==> src/verilog/ebp_pkg.sv <==
// package of constants and types for the external bus pin sharing layer
package ebp_pkg;
	// =========================================================================
	// widths
	localparam int ADDR_W = 26;
	localparam int DATA_W = 32;
	localparam int BOOT_W = 4;
	localparam int CS_W = 6;
	// =========================================================================
	// field positions on the address pins
	localparam int FLAT_BANK_LSB = 16;
	localparam int FLAT_BANK_W = 5;
	localparam int ILV_BANK_LSB = 21;
	localparam int ILV_BANK_W = 4;
	localparam int ROWCOL_LSB = 1;
	localparam int ROWCOL_PIN_W = 10;
	localparam int ROWCOL_W = 12;
	// =========================================================================
	// chip select pin indices
	localparam int CS_SDRAM0_IDX = 2;
	localparam int CS_SDRAM1_IDX = 3;
	localparam int CS_DATA_ACKNOWLEDGE_IN_IDX = 4;
	// =========================================================================
	// reset values
	localparam logic SDRAM_CS_SEL_RST = 1'h1;
	localparam logic [3:0] BOOT_RST = 4'h0;
	// =========================================================================
	// burst clock divider: half period in system clock cycles
	localparam int BCLK_HALF_CYC = 2;
	// =========================================================================
	// which controller owns the shared pins
	typedef enum logic [1:0] {
		OWN_STATIC,
		OWN_SDRAM,
		OWN_CARD
	} ebp_owner_type;
	// burst sequencer states
	typedef enum logic [1:0] {
		BST_IDLE,
		BST_LATCH,
		BST_RUN
	} ebp_bst_type;
endpackage

==> src/verilog/ebp_burst_ctl.sv <==
// burst flash control: address latch, burst clock, restart handling
`timescale 1ns/10ps
module ebp_burst_ctl import ebp_pkg::*; #(
	parameter int HALF_CYC = BCLK_HALF_CYC
) (
	input wire logic i_clk, // system clock
	input wire logic i_nrst, // async reset, active low
	input wire logic i_start, // begin a burst
	input wire logic i_stop, // end the burst
	input wire logic i_restart_n, // restart request from flash
	output logic o_lba_n, // address latch strobe
	output logic o_bclk, // burst clock
	output logic o_long_first, // next access is a long first access
	output logic o_active // burst in progress
);
	// =========================================================================
	// state
	ebp_bst_type st_q, st_d;
	logic [7:0] div_q, div_d;
	logic bclk_q, bclk_d;
	logic long_q, long_d;

	always_comb begin
		st_d = st_q;
		div_d = div_q;
		bclk_d = 1'b0;
		long_d = long_q;
		case (st_q)
			BST_IDLE: begin
				div_d = 8'h00;
				if (i_start) begin
					st_d = BST_LATCH;
					long_d = 1'b1;
				end
			end
			BST_LATCH: begin
				st_d = BST_RUN;
				div_d = 8'h00;
			end
			BST_RUN: begin
				bclk_d = bclk_q;
				if (div_q == 8'(HALF_CYC - 1)) begin
					div_d = 8'h00;
					bclk_d = ~bclk_q;
					if (bclk_q) begin
						long_d = 1'b0;
					end
				end else begin
					div_d = div_q + 8'h01;
				end
				if (i_stop) begin
					st_d = BST_IDLE;
					bclk_d = 1'b0;
				end else if (!i_restart_n) begin
					st_d = BST_LATCH;
					bclk_d = 1'b0;
					long_d = 1'b1;
				end
			end
			default: st_d = BST_IDLE;
		endcase
	end

	always_ff @(posedge i_clk or negedge i_nrst) begin
		if (!i_nrst) begin
			st_q <= BST_IDLE;
			div_q <= 8'h00;
			bclk_q <= 1'b0;
			long_q <= 1'b0;
		end else begin
			st_q <= st_d;
			div_q <= div_d;
			bclk_q <= bclk_d;
			long_q <= long_d;
		end
	end

	assign o_lba_n = (st_q != BST_LATCH);
	assign o_bclk = bclk_q;
	assign o_long_first = long_q;
	assign o_active = (st_q != BST_IDLE);
endmodule // ebp_burst_ctl

==> src/verilog/ebp_pin_mux.sv <==
// pin sharing layer between on-chip memory controllers and external bus pins
// Notes on behaviour
// - strobe 0, active low, gates D[31:24]; carries SDRAM mask 0 too.
// - strobe 1, active low, gates D[23:16]; carries SDRAM mask 1 too.
// - strobe 2, active low, D[15:8]; shares mask 2 and card attribute select.
// - strobe 3, active low, D[7:0]; shares mask 3 and card I/O read.
// - active-low read output enable; same pin is card I/O write strobe.
// - six chip selects; 3 and 2 may be SDRAM selects, SDRAM after reset.
// - chip select 4 pin may instead be a data acknowledge input.
// - burst restart request aborts burst; new burst starts with long first access.
// - address latch strobe makes flash capture burst start address.
// - burst clock driven to synchronous memories during burst mode.
// - direction high for read, low for write; pin is card write enable.
// - boot mode taken from four boot pins at reset; board keeps them steady.
// - flat SDRAM bank address on A[20:16] in non-interleaved mode.
// - interleaved SDRAM bank address on A[24:21].
// - twelve-bit SDRAM row/column address; low ten bits on A[10:1].
`timescale 1ns/10ps
module ebp_pin_mux import ebp_pkg::*; #(
	parameter int AW = ADDR_W,
	parameter int DW = DATA_W
) (
	input wire logic I_SYS_CLK, // system clock, 250 MHz
	input wire logic I_NRST, // async reset, active low
	// ownership and configuration
	input wire logic [1:0] I_OWNER, // owner of shared pins (ebp_owner_type)
	input wire logic I_SDRAM_CS_SEL, // mux control: 1 selects sdram chip selects
	input wire logic I_DATA_ACKNOWLEDGE_IN_SEL, // 1: chip select 4 pin is data acknowledge
	input wire logic I_SDRAM_INTERLEAVE, // 1: interleaved bank addressing
	// static memory controller
	input wire logic [AW-1:0] I_ST_ADDR, // static address
	input wire logic [3:0] I_ST_BE, // byte enables, bit 0 = D[31:24], active high
	input wire logic I_ST_READ, // read cycle
	input wire logic I_ST_ACTIVE, // access in progress
	input wire logic I_ST_OE, // output enable request
	input wire logic [CS_W-1:0] I_ST_CS, // chip select requests, active high
	input wire logic [DW-1:0] I_ST_WDATA, // write data
	input wire logic I_BURST_START, // begin burst
	input wire logic I_BURST_STOP, // end burst
	output logic O_BURST_LONG_FIRST, // next burst access is long first access
	output logic O_BURST_ACTIVE, // burst in progress
	output logic O_ST_DATA_ACKNOWLEDGE_IN, // data acknowledge seen
	output logic [DW-1:0] O_RDATA, // captured read data
	// sdram controller
	input wire logic [4:0] I_SD_FLAT_BANK, // flat bank address
	input wire logic [3:0] I_SD_ILV_BANK, // interleave bank address
	input wire logic [ROWCOL_W-1:0] I_SD_ROWCOL, // row/column address
	input wire logic [3:0] I_SD_DQM, // data masks, bit 0 = D[31:24]
	input wire logic [1:0] I_SD_CS, // sdram chip select requests, active high
	input wire logic I_SD_READ, // read cycle
	input wire logic I_SD_ACTIVE, // access in progress
	input wire logic [DW-1:0] I_SD_WDATA, // write data
	output logic [1:0] O_SD_ROWCOL_HI, // row/column bits above pin field
	// card interface
	input wire logic I_PC_ATTR, // attribute space select
	input wire logic I_CARD_IO_READ_N, // io read request
	input wire logic I_CARD_IO_WRITE_N, // io write request
	input wire logic I_CARD_WRITE_ENABLE_N, // write enable request
	input wire logic [AW-1:0] I_PC_ADDR, // card address
	// pins
	output logic [AW-1:0] O_ADDR, // address pins
	input wire logic [DW-1:0] I_DATA, // data pins in
	output logic [DW-1:0] O_DATA, // data pins out
	output logic O_DATA_OE, // data pins drive enable
	output logic [3:0] O_BYTE_LANE_STROBE_N, // strobes / dqm / card strobes
	output logic O_OE_N, // output enable / card io write
	output logic O_RW, // direction / card write enable
	output logic [CS_W-1:0] O_CS_N, // chip selects
	output logic O_CS_N_OE, // chip select pins drive enable, bit 4 excepted
	output logic O_CS4_OE, // chip select 4 pin drive enable
	input wire logic I_CS4_DATA_ACKNOWLEDGE_IN, // chip select 4 pin in (data acknowledge)
	input wire logic I_BURST_RESTART_REQUEST_N, // restart from flash
	output logic O_BURST_ADDRESS_LATCH_N, // address latch strobe
	output logic O_BCLK, // burst clock
	input wire logic [BOOT_W-1:0] I_BOOT, // boot select pins
	output logic [BOOT_W-1:0] O_BOOT_MODE // captured boot mode
);
	// =========================================================================
	// pin output decode
	ebp_owner_type owner;
	logic [AW-1:0] addr_d, addr_q;
	logic [DW-1:0] wdata_d, wdata_q, rdata_d, rdata_q;
	logic doe_d, doe_q;
	logic [3:0] strobe_d, strobe_q;
	logic oe_d, oe_q, rw_d, rw_q, data_acknowledge_in_d, data_acknowledge_in_q;
	logic [CS_W-1:0] cs_d, cs_q;
	logic cs4_oe_d, cs4_oe_q;
	logic boot_done_q, boot_done_d;
	logic [BOOT_W-1:0] boot_q, boot_d;

	assign owner = ebp_owner_type'(I_OWNER);

	function automatic logic [AW-1:0] sd_addr(input logic ilv, input logic [4:0] fb,
		input logic [3:0] ib, input logic [ROWCOL_W-1:0] rc);
		logic [AW-1:0] a;
		a = '0;
		a[ROWCOL_LSB +: ROWCOL_PIN_W] = rc[ROWCOL_PIN_W-1:0];
		if (ilv) begin
			a[ILV_BANK_LSB +: ILV_BANK_W] = ib;
		end else begin
			a[FLAT_BANK_LSB +: FLAT_BANK_W] = fb;
		end
		return a;
	endfunction

	always_comb begin
		addr_d = '0;
		wdata_d = '0;
		doe_d = 1'b0;
		strobe_d = 4'hF;
		oe_d = 1'b1;
		rw_d = 1'b1;
		cs_d = {CS_W{1'b1}};
		case (owner)
			OWN_STATIC: begin
				addr_d = I_ST_ADDR;
				if (I_ST_ACTIVE) begin
					strobe_d = ~I_ST_BE;
					oe_d = ~(I_ST_OE & I_ST_READ);
					rw_d = I_ST_READ;
					doe_d = ~I_ST_READ;
					wdata_d = I_ST_WDATA;
					cs_d = ~I_ST_CS;
				end
			end
			OWN_SDRAM: begin
				addr_d = sd_addr(I_SDRAM_INTERLEAVE, I_SD_FLAT_BANK, I_SD_ILV_BANK, I_SD_ROWCOL);
				if (I_SD_ACTIVE) begin
					strobe_d = I_SD_DQM;
					rw_d = I_SD_READ;
					doe_d = ~I_SD_READ;
					wdata_d = I_SD_WDATA;
				end
			end
			OWN_CARD: begin
				addr_d = I_PC_ADDR;
				strobe_d[2] = ~I_PC_ATTR;
				strobe_d[3] = ~I_CARD_IO_READ_N;
				oe_d = ~I_CARD_IO_WRITE_N;
				rw_d = ~I_CARD_WRITE_ENABLE_N;
				doe_d = I_CARD_IO_WRITE_N | I_CARD_WRITE_ENABLE_N;
				wdata_d = I_ST_WDATA;
			end
			default: begin
			end
		endcase
		// chip selects 3 and 2 follow the mux control
		if (I_SDRAM_CS_SEL) begin
			cs_d[CS_SDRAM0_IDX] = ~(owner == OWN_SDRAM && I_SD_ACTIVE && I_SD_CS[0]);
			cs_d[CS_SDRAM1_IDX] = ~(owner == OWN_SDRAM && I_SD_ACTIVE && I_SD_CS[1]);
		end
		cs4_oe_d = ~I_DATA_ACKNOWLEDGE_IN_SEL;
		if (I_DATA_ACKNOWLEDGE_IN_SEL) begin
			cs_d[CS_DATA_ACKNOWLEDGE_IN_IDX] = 1'b1;
		end
		data_acknowledge_in_d = I_DATA_ACKNOWLEDGE_IN_SEL & I_CS4_DATA_ACKNOWLEDGE_IN;
		rdata_d = rdata_q;
		if (!oe_q || (owner == OWN_SDRAM && I_SD_READ && I_SD_ACTIVE)) begin
			rdata_d = I_DATA;
		end
	end

	always_ff @(posedge I_SYS_CLK or negedge I_NRST) begin
		if (!I_NRST) begin
			addr_q <= '0;
			wdata_q <= '0;
			rdata_q <= '0;
			doe_q <= 1'b0;
			strobe_q <= 4'hF;
			oe_q <= 1'b1;
			rw_q <= 1'b1;
			cs_q <= {CS_W{1'b1}};
			cs4_oe_q <= 1'b1;
			data_acknowledge_in_q <= 1'b0;
		end else begin
			addr_q <= addr_d;
			wdata_q <= wdata_d;
			rdata_q <= rdata_d;
			doe_q <= doe_d;
			strobe_q <= strobe_d;
			oe_q <= oe_d;
			rw_q <= rw_d;
			cs_q <= cs_d;
			cs4_oe_q <= cs4_oe_d;
			data_acknowledge_in_q <= data_acknowledge_in_d;
		end
	end

	// =========================================================================
	// boot mode capture, once at the first edge after reset release
	always_comb begin
		boot_d = boot_q;
		boot_done_d = 1'b1;
		if (!boot_done_q) begin
			boot_d = I_BOOT;
		end
	end

	always_ff @(posedge I_SYS_CLK or negedge I_NRST) begin
		if (!I_NRST) begin
			boot_q <= BOOT_RST;
			boot_done_q <= 1'b0;
		end else begin
			boot_q <= boot_d;
			boot_done_q <= boot_done_d;
		end
	end

	// =========================================================================
	// burst sequencer
	ebp_burst_ctl #(
		.HALF_CYC(BCLK_HALF_CYC)
	) u_burst (
		.i_clk(I_SYS_CLK),
		.i_nrst(I_NRST),
		.i_start(I_BURST_START & (owner == OWN_STATIC)),
		.i_stop(I_BURST_STOP),
		.i_restart_n(I_BURST_RESTART_REQUEST_N),
		.o_lba_n(O_BURST_ADDRESS_LATCH_N),
		.o_bclk(O_BCLK),
		.o_long_first(O_BURST_LONG_FIRST),
		.o_active(O_BURST_ACTIVE)
	);

	assign O_ADDR = addr_q;
	assign O_DATA = wdata_q;
	assign O_DATA_OE = doe_q;
	assign O_RDATA = rdata_q;
	assign O_BYTE_LANE_STROBE_N = strobe_q;
	assign O_OE_N = oe_q;
	assign O_RW = rw_q;
	assign O_CS_N = cs_q;
	assign O_CS_N_OE = 1'b1;
	assign O_CS4_OE = cs4_oe_q;
	assign O_ST_DATA_ACKNOWLEDGE_IN = data_acknowledge_in_q;
	assign O_BOOT_MODE = boot_q;
	assign O_SD_ROWCOL_HI = I_SD_ROWCOL[ROWCOL_W-1 -: 2];
endmodule // ebp_pin_mux

==> config.mk <==
export PLATFORM = sky130hd
export DESIGN_NAME = ebp_pin_mux
export DESIGN_NICKNAME = d
export VERILOG_FILES = /design/src/verilog/ebp_pkg.sv /design/src/verilog/ebp_burst_ctl.sv /design/src/verilog/ebp_pin_mux.sv
export SDC_FILE = /design/constraint.sdc
export NUM_CORES = 1
export LEC_CHECK = 0
export BUFFER_PORTS_ARGS = -buffer_cell sky130_fd_sc_hd__buf_2
export CAP_MARGIN = 40
export CORE_AREA = 2 2 127 129
export DETAILED_ROUTE_END_ITERATION = 12
export DIE_AREA = 0 0 129 131
export SETUP_SLACK_MARGIN = 0.02
export SLEW_MARGIN = 20
export SYNTH_ARGS = -nofsm -noshare
export SYNTH_HDL_FRONTEND = slang
export SYNTH_HIERARCHICAL = 1
export SYNTH_SLANG_ARGS = --single-unit
==> constraint.sdc <==
create_clock -name I_SYS_CLK -period 1.8 [get_ports I_SYS_CLK]
set_input_delay 0.36 -clock I_SYS_CLK [delete_from_list [all_inputs] [get_ports I_SYS_CLK]]
set_output_delay 0.36 -clock I_SYS_CLK [all_outputs]
set_load 0.02 [all_outputs]
======== After elaboration in Yosys (flattened, before gate mapping) ========
Cells that the tools add are included.
word-level totals
  register bits after elaboration ......... 122
  output and inout bits ................... 116
operators by class
  add/subtract/negate cells ............... 1
  eq/ne operators ......................... 9
  mux-type cells .......................... 38
  bitwise logic cells ..................... 17
  reductions and logical operators ........ 15
operators by type and width
  cell                 number
  $pmux 32 s3          1
  $pmux 26 s3          1
  $mux 32              2
  $pmux 8 s2           1
  $mux 1               15
  $mux 4               3
  $mux 6               2
  $pmux 2 s3           2
  $not 1->1            11
  $add 8x1->8 const B  1
  $eq 8x1->1 const B   1
  $mux 2               4
  $mux 8               1
  $not 6->6            1
  $pmux 1 s3           2
  $reduce_bool 2->1    3
  $logic_and 1x1->1    5
  $mux 5               1
  $eq 2x1->1 const B   2
  $eq 2x2->1 const B   2
  $logic_not 2->1      2
  $ne 2x1->1 const B   2
  $ne 4x3->1 const B   1
  $not 4->4            1
  9 further kinds      13

======== Depth between registers and ports, before layout ========
Gate-level depths: netlist (run 1).
  depth in word-level cells ............... 5
  mapped depth ............................ 6
  gate-level depth less buffers ........... 6

======== Hierarchy ========
Netlist (run 1), hierarchy kept.
by module, submodules not included
  module         times used  cells each  area an instance (sq um)  sequential area each (sq um)
  ebp_pin_mux    1           319         4411.7                    2768.9
  ebp_burst_ctl  1           66          635.6                     300.3

======== Worst setup path after synthesis (run 1) ========
Ideal clock, no wire load.
  path kind ............................... input port to flip-flop
  from .................................... input I_SD_ACTIVE
  to ...................................... register rdata_q[10] (netlist: O_RDATA[10])
  library setup time ...................... 0.125 ns
  arrival ................................. 1.338 ns
  setup slack ............................. 0.337 ns
  cell stages on the path ................. 5
  cells stage by stage .................... and3b_1 -> buf_2 -> a21bo_4 -> buf_6 -> mux2_4
between the ends
  word-level cells in the longest chain between the ends .. 2
ends and longest elaborated chain
  item                    line                text
  start: declaration      ebp_pin_mux.sv:51   input wire logic I_SD_ACTIVE,
  $logic_and 1x1->1       ebp_pin_mux.sv:158  if (!oe_q || (owner == OWN_SDRAM && I_SD_READ && I_SD_ACTIVE)) begin
  $logic_or 1x1->1        ebp_pin_mux.sv:158
  end signal: assignment  ebp_pin_mux.sv:178  rdata_q <= rdata_d;
  end: declaration        ebp_pin_mux.sv:82   logic [DW-1:0] wdata_d, wdata_q, rdata_d, rdata_q;
Every way passes these cells.
A chain may end at the register's enable or synchronous reset.

======== Final worst setup path (run 1) ========
  from .................................... register u_burst.st_q[1]
  to ...................................... output O_BURST_ACTIVE
between the ends
  word-level cells in the longest chain between the ends .. 1
ends and longest elaborated chain
  item                      line                 text
  start: declaration        ebp_burst_ctl.sv:18  ebp_bst_type st_q, st_d;
  start signal: assignment  ebp_burst_ctl.sv:71  st_q <= st_d;
  $reduce_bool 2->1         ebp_burst_ctl.sv:81  assign o_active = (st_q != BST_IDLE);
  end: declaration          ebp_pin_mux.sv:41    output logic O_BURST_ACTIVE,
Every way passes these cells.

==> results by group, run 1 <==
Outcome
  • Status: finished clean

Synth
  • Sequential share of the synthesized area: 0.608
  • Cells after Synth: approximately 390
  • Synth Cell Area: roughly 5000 µm²
  • Ys flop type: dfrtp_1
  • Yosys reg bits: roughly 120
  • Async SR Flop Fraction: 1.00
  • Synth Warn #: 6
  • Post-synth EDFFs: 0
  • Mean Syn Cell Area: ~13 µm²
  • Synth cell types: 43

Die
  • Die height: about 130 µm
  • Die width: roughly 130 µm
  • Row count: 46
  • Starting density of the core: 0.324
  • Die ar.: 16,900 µm²
  • Top-Level Pins: 325
  • Core region area: 15,600 µm²

STA
  • Worst Skew: 5.23 ps
  • Endpoints failing hold: 0
  • Achievable Freq: approximately 0.59 GHz
  • Slew at the pin closest to its max-slew limit: around 770 ps
  • Tcrit/Tclk final: 0.940
  • Final worst slack: approximately 110 ps
  • Final setup vio count: 0
  • Max Slew Vio Count: 0
  • Slew headroom: 0.487
  • Tmin final: around 1700 ps
  • Final setup TNS: 0 ps
  • RSZ-0062 raised after global routing: no

Pwr
  • Switch share: 0.277
  • Clock Power Share: 0.396
  • Pwr per Cell Area: roughly 1100 nW/µm²
  • Pwr Total: about 0.0082 W
  • VDD IR max: 0.604 mV
  • Leak pwr: 3.91 nW
  • Switching pwr: between 0.002 and 0.0025 W
  • Flop pwr share: 0.393
  • Cell Int Power: ~0.0059 W
  • Combinational Power Share: 0.211

Clock tree
  • Worst-Skew Late Latency: about 400 ps
  • Root Driver: clkbuf_16
  • Setup Buffers After CTS: 0
  • TritonCTS clock tree: built
  • Clk pin slew, worst setup/hold paths: 50 ps
  • Clock Sinks: 122
  • Cts repair resizes: 0
  • CTS Hold Bufs: 1
  • Total CTS buffers: 17
  • H-Tree Depth: 4
  • Bufs on Longest Clock Path: 2

Global routing
  • M2 GR Usage: 0.328
  • Met3 usage: 0.0550
  • Global-route usage over all layers: 0.183
  • Largest net degree at the start of global routing: 75
  • Top Usage Layer GRT: met2
  • First-pass GRT wire length: 23,400 µm
  • Vias in the first global route: 4,558
  • Met1 Use GR: 0.203
  • Total grt overflow: 0
  • Initial antenna violation count: 1

Worst setup path
  • CP endpoint kind: primary output
  • Crit path max-delay cell type: dfrtp_1
  • Critical path peak fanout: 8
  • Crit start category: flip-flop
  • Crit path required time: 1440 ps
  • Largest stage delay, worst path: approximately 460 ps
  • Crit path kind: flip-flop to primary output
  • CP arrival: approximately 1300 ps
  • Reg2Reg Depth: 6
  • Critical path, cell by cell: or2_2 > buf_2

Place
  • Placed Area: a little under 7000 µm²
  • Cell count after placement: around 900
  • IO Port Bufs: 319
  • GP Congestion: 0.892
  • Final HPWL DP: between 10,000 and 15,000 µm
  • Place WS: around 66 ps

Run
  • Max Cap Violations: 0

Route
  • # DRC: 0
  • Router iterations before antenna repair: 4
  • 1st-iter DRT viols: around 150
  • Vias per Instance: approximately 4.6
  • Via total after detailed routing: approximately 4,300
  • Routed WL: roughly 16,000 µm
  • Remaining antenna violation count: 0
  • Drt wl/cell: roughly 17 µm

Cells and area
  • Synth-to-layout area growth: 48.4%
  • Layout cells sized above 1: 0.573
  • # fillers: between 1,000 and 1,500
  • Non-filler cells, final: about 940
  • Final #Nets: between 900 and 1,000
  • Final Cell Area: 7490 µm²

Min path
  • Hold WC Path Type: input pin to flip-flop
  • WHS Path Cells: 2
-- worst max-delay path, delay by kind of cell, from the launching register on --
kind	cells	cell delay [ps]
and+or+nand+nor	1	310
DFF	1	460
buffers and inverters	1	160
-- synthesized netlist by cell type (9+ instances only) --
master   count  area, µm²
a22o_1      32        280
mux2i_1     17        170
a21oi_1      9       45.0
nor2_1      16       60.1
nor2b_1     14       87.6
buf_2       13       65.1
nand2_1     32        120
dfstp_2     13        342
mux2_4      30        450
o21ai_0     23        115
dfrtp_1    109       2730
a31oi_1      9       56.3
-- power by group through the flow --
| stage | clock, W | combinational [W] | sequential (W) |
|---|---|---|---|
| 3_3_place_gp | 0 | 0.00171 | 0.00326 |
| 6_report | 0.00325 | 0.00174 | 0.00322 |
| 5_1_grt | 0.00347 | 0.00188 | 0.00326 |
| 3_5_place_dp | 0 | 0.00174 | 0.00327 |
| 4_1_cts | 0.00334 | 0.00175 | 0.00323 |
| 2_1_floorplan | 0 | 0.000658 | 0.00360 |
-- layout make-up --
type | instances | area (µm²) | area share
Antenna cell | 1 | 2.50 | 0.000334
Clock buffer | 24 | 472 | 0.0630
Clock inverter | 8 | 96.3 | 0.0129
Inverter | 3 | 11.3 | 0.00150
Multi-Input combinational cell | 236 | 1840 | 0.245
Sequential cell | 122 | 3070 | 0.410
Tap cell | 216 | 270 | 0.0361
Timing Repair Buffer | 331 | 1730 | 0.231
-- cell families after synthesis --
| family | count (synthesis) | synth area share |
|---|---|---|
| AOI/OAI and AO/OA | 90 | 0.127 |
| xor gates and xnor gates | 1 | 0.00174 |
| adders and majority gates | 2 | 0.00496 |
| buffers and inverters | 28 | 0.0307 |
| DFF | 122 | 0.608 |
| muxes | 53 | 0.136 |
| other | 1 | 0.000743 |
| and+or+nand+nor | 88 | 0.0902 |
-- registers in the layout (all words and copies together) (netlist names) --
name	count
O_ADDR	26
O_BOOT_MODE	4
O_BYTE_LANE_STROBE_N	4
O_CS4_OE	1
O_CS_N	6
O_DATA	32
O_DATA_OE	1
O_OE_N	1
O_RDATA	32
O_RW	1
O_ST_DATA_ACKNOWLEDGE_IN	1
boot_done_q	1
u_burst/div_q	8
u_burst/o_bclk	1
u_burst/o_long_first	1
u_burst/st_q	2
-- cells in the final DEF, fill, tap and decap left out, types with 8 or more instances in the layout --
| cell type | synthesis | layout |
|---|---|---|
| nor2_1 | 16 | 15 |
| a22o_1 | 32 | 32 |
| a31oi_1 | 9 | 9 |
| nor2b_1 | 14 | 13 |
| mux2i_1 | 17 | 17 |
| dfstp_2 | 13 | 13 |
| mux2_4 | 30 | 30 |
| buf_4 | 3 | 8 |
| nand2_1 | 32 | 32 |
| clkbuf_16 | 0 | 17 |
| a21oi_1 | 9 | 9 |
| buf_2 | 13 | 318 |
| dfrtp_1 | 109 | 109 |
| o21ai_0 | 23 | 23 |
-- metrics by stage --
| stage | hold WS (ps) | util |
|---|---|---|
| floorplan | 64.4 | - |
| global placement | 421 | 0.442 |
| detailed placement | 422 | 0.442 |
| CTS | 46.0 | 0.479 |
| global route | 50.0 | 0.480 |
| finish | 70.7 | 0.480 |
-- layer usage --
layer | share of wire | wire (µm) | vias to the layer above
met5 | 0 | 0 | -
met4 | 0.019 | 292 | 0
met3 | 0.084 | 1300 | 23
met2 | 0.50 | 7830 | 233
met1 | 0.39 | 6150 | 2027
li1 | - | - | 2028
-- final timing paths --
path,slack [ps],end,from
max,110,O_BURST_ACTIVE,u_burst/st_q[1]$_DFFE_PN0P_
min,70,O_CS_N[0]$_DFF_PN1_,I_ST_CS[0]
max reg2reg,370,u_burst/div_q[2]$_DFFE_PN0P_,u_burst/div_q[1]$_DFFE_PN0P_
min reg2reg,480,u_burst/o_long_first$_DFFE_PN0P_,u_burst/o_long_first$_DFFE_PN0P_
max in group asynchronous,730,O_ADDR[22]$_DFF_PN0_,I_NRST
min in group asynchronous,540,O_DATA[26]$_DFF_PN0_,I_NRST
Power figures use the tool's default switching activity.
==> run 2, diff against run 1 <==
--- a/config.mk
+++ b/config.mk
@@ -8,8 +8,10 @@
 export BUFFER_PORTS_ARGS = -buffer_cell sky130_fd_sc_hd__buf_2
 export CAP_MARGIN = 40
 export CORE_AREA = 2 2 127 129
+export CTS_CLUSTER_SIZE = 10
 export DETAILED_ROUTE_END_ITERATION = 12
 export DIE_AREA = 0 0 129 131
+export PLACE_DENSITY = 0.61
 export SETUP_SLACK_MARGIN = 0.02
 export SLEW_MARGIN = 20
 export SYNTH_ARGS = -nofsm -noshare
==> results by group, run 2 (synthesis results as in run 1) <==
Clock tree
  • Total CTS buffers: 17 (unchanged)
  • Setup Buffers After CTS: 0 (unchanged)
  • H-Tree Depth: 4 (unchanged)
  • Root Driver: clkbuf_16 (unchanged)
  • Clock Sinks: 122 (unchanged)
  • Bufs on Longest Clock Path: 2 (unchanged)
  • TritonCTS clock tree: built (unchanged)
  • Clk pin slew, worst setup/hold paths: 60 ps (was 50 ps)
  • Worst-Skew Late Latency: 400 ps (about the same)

Route
  • Remaining antenna violation count: 0 (unchanged)
  • 1st-iter DRT viols: 155 (was 145)
  • Vias per Instance: 4.65 (was 4.58)
  • # DRC: 0 (unchanged)
  • Router iterations before antenna repair: 4 (unchanged)
  • Via total after detailed routing: 4,397 (was 4,311)
  • Routed WL: 15,400 µm (was 15,600 µm)
  • Drt wl/cell: 16.3 µm (was 16.6 µm)

Global routing
  • Initial antenna violation count: 1 (unchanged)
  • First-pass GRT wire length: 23,300 µm (was 23,400 µm)
  • Vias in the first global route: 4,499 (was 4,558)
  • Global-route usage over all layers: 0.182 (was 0.183)
  • Total grt overflow: 0 (unchanged)
  • Largest net degree at the start of global routing: 38 (was 75)

Min path
  • Hold_sp: I_ST_CS[5] (was I_ST_CS[0])
  • Hold WC Path Type: input pin to flip-flop (unchanged)
  • Worst Hold End: O_CS_N[5]$_DFF_PN1_ (was O_CS_N[0]$_DFF_PN1_)
  • WHS Path Cells: 2 (unchanged)

Place
  • Final HPWL DP: 12,000 µm (was 12,300 µm)
  • GP Congestion: 0.866 (was 0.892)
  • IO Port Bufs: 319 (unchanged)
  • Cell count after placement: 911 (was 906)

Cells and area
  • # fillers: 1,434 (was 1,495)
  • Final #Nets: 927 (was 922)
  • Non-filler cells, final: 946 (was 941)
  • Final core utilization: 0.487 (was 0.480)
  • Synth-to-layout area growth: 50.6% (was 48.4%)
  • Layout cells sized above 1: 0.578 (was 0.573)
  • Most common cell after layout, fill and taps aside: buf_2 (unchanged)
  • Commonest cells after routing, fill and taps aside: 318 x buf_2, 109 x dfrtp_1, 32 x a22o_1, 32 x nand2_1, 30 x mux2_4 (unchanged)

Run
  • Max Cap Violations: 0 (unchanged)

STA
  • RSZ-0062 raised after global routing: no (unchanged)
  • Max Slew Vio Count: 0 (unchanged)
  • Final setup TNS: 0 ps (unchanged)
  • Final setup vio count: 0 (unchanged)
  • Achievable Freq: 0.594 GHz (was 0.591 GHz)
  • Tmin final: 1680 ps (was 1690 ps)
  • Endpoints failing hold: 0 (unchanged)
  • Worst Skew: 9.31 ps (was 5.23 ps)
  • Tcrit/Tclk final: 0.935 (was 0.940)

Worst setup path
  • CP endpoint kind: primary output (unchanged)
  • Critical path peak fanout: 8 (unchanged)
  • Reg2Reg Depth: 5 (was 6)
  • Crit path kind: flip-flop to primary output (unchanged)
  • Worst r2r src: u_burst/div_q[0]$_DFFE_PN0P_ (was u_burst/div_q[1]$_DFFE_PN0P_)
  • FF-to-FF setup slack: 390 ps (was 370 ps)
  • Crit path required time: 1440 ps (about the same)
  • R2r endpoint: u_burst/div_q[7]$_DFFE_PN0P_ (was u_burst/div_q[2]$_DFFE_PN0P_)
  • Crit start category: flip-flop (unchanged)
  • CP arrival: 1320 ps (was 1330 ps)

Die
  • Starting density of the core: 0.324 (unchanged)
  • Top-Level Pins: 325 (unchanged)
  • Die width: 129 µm (unchanged)
  • Core region area: 15,600 µm² (unchanged)
  • Die ar.: 16,900 µm² (unchanged)
  • Die height: 131 µm (unchanged)
  • Row count: 46 (unchanged)

Pwr
  • VDD IR max: 0.582 mV (was 0.604 mV)
  • Leak pwr: 3.96 nW (was 3.91 nW)
  • Pwr per Cell Area: 1120 nW/µm² (was 1100 nW/µm²)

Outcome
  • Status: finished clean (unchanged)
## run 2: layout make-up
| cell class | count | area, µm² | area share |
|---|---|---|---|
| antenna | 1 | 2.50 | 0.000329 |
| clock buffer | 26 | 509 | 0.0670 |
| clock inverter | 6 | 113 | 0.0148 |
| inverter | 3 | 11.3 | 0.00148 |
| multi-input combinational | 236 | 1830 | 0.241 |
| sequential | 122 | 3070 | 0.404 |
| tap | 216 | 270 | 0.0355 |
| timing repair buffer | 336 | 1800 | 0.236 |
## run 2: worst max-delay path, stage by stage (launching register included)
cell and delay (ps):
dfrtp_1 450, or2_2 310, buf_2 160
## run 2: where the power goes
group          total, W  leakage (nW)  switching [W]  internal (W)
sequential      0.00323          1.50       0.000175       0.00306
combinational   0.00174          2.17       0.000953      0.000788
clock           0.00353         0.293        0.00117       0.00236
total           0.00851          3.96        0.00230       0.00621
## run 2: metrics by stage
stage               setup WS (ps)  total power, W  area (µm²)  hold slack, ps
finish                        116         0.00851        7600            67.8
CTS                           103         0.00860        7590            42.3
global route                 68.5         0.00889        7600            58.7
floorplan                     337         0.00426        5050            64.4
global placement             38.3         0.00499        6960             309
detailed placement          -15.6         0.00502        6960             310
## run 2: worst max-delay path by stage
stage                     cells after the start                       to                   startpoint
after floorplan                               5  O_RDATA[10]$_DFFE_PN0P_                  I_SD_ACTIVE
after global placement                        5      O_DATA_OE$_DFF_PN0_                   I_OWNER[1]
after detailed placement                      5      O_DATA_OE$_DFF_PN0_                   I_OWNER[1]
after CTS                                     2           O_BURST_ACTIVE  u_burst/st_q[0]$_DFFE_PN0P_
after global routing                          2           O_BURST_ACTIVE  u_burst/st_q[1]$_DFFE_PN0P_
final                                         2           O_BURST_ACTIVE  u_burst/st_q[0]$_DFFE_PN0P_
## run 2: metal layers
layer,GRT usage,wire length [µm],up-vias
met5,0,0,-
met4,0.0767,421,0
met3,0.0704,1220,33
met2,0.306,7600,233
met1,0.208,6180,2099
li1,-,-,2032
## run 2: timing repair
action	CTS	global route
hold endpoints to repair	21	0
hold buffers	1	0
setup endpoints to repair	0	0
resized for setup	0	0
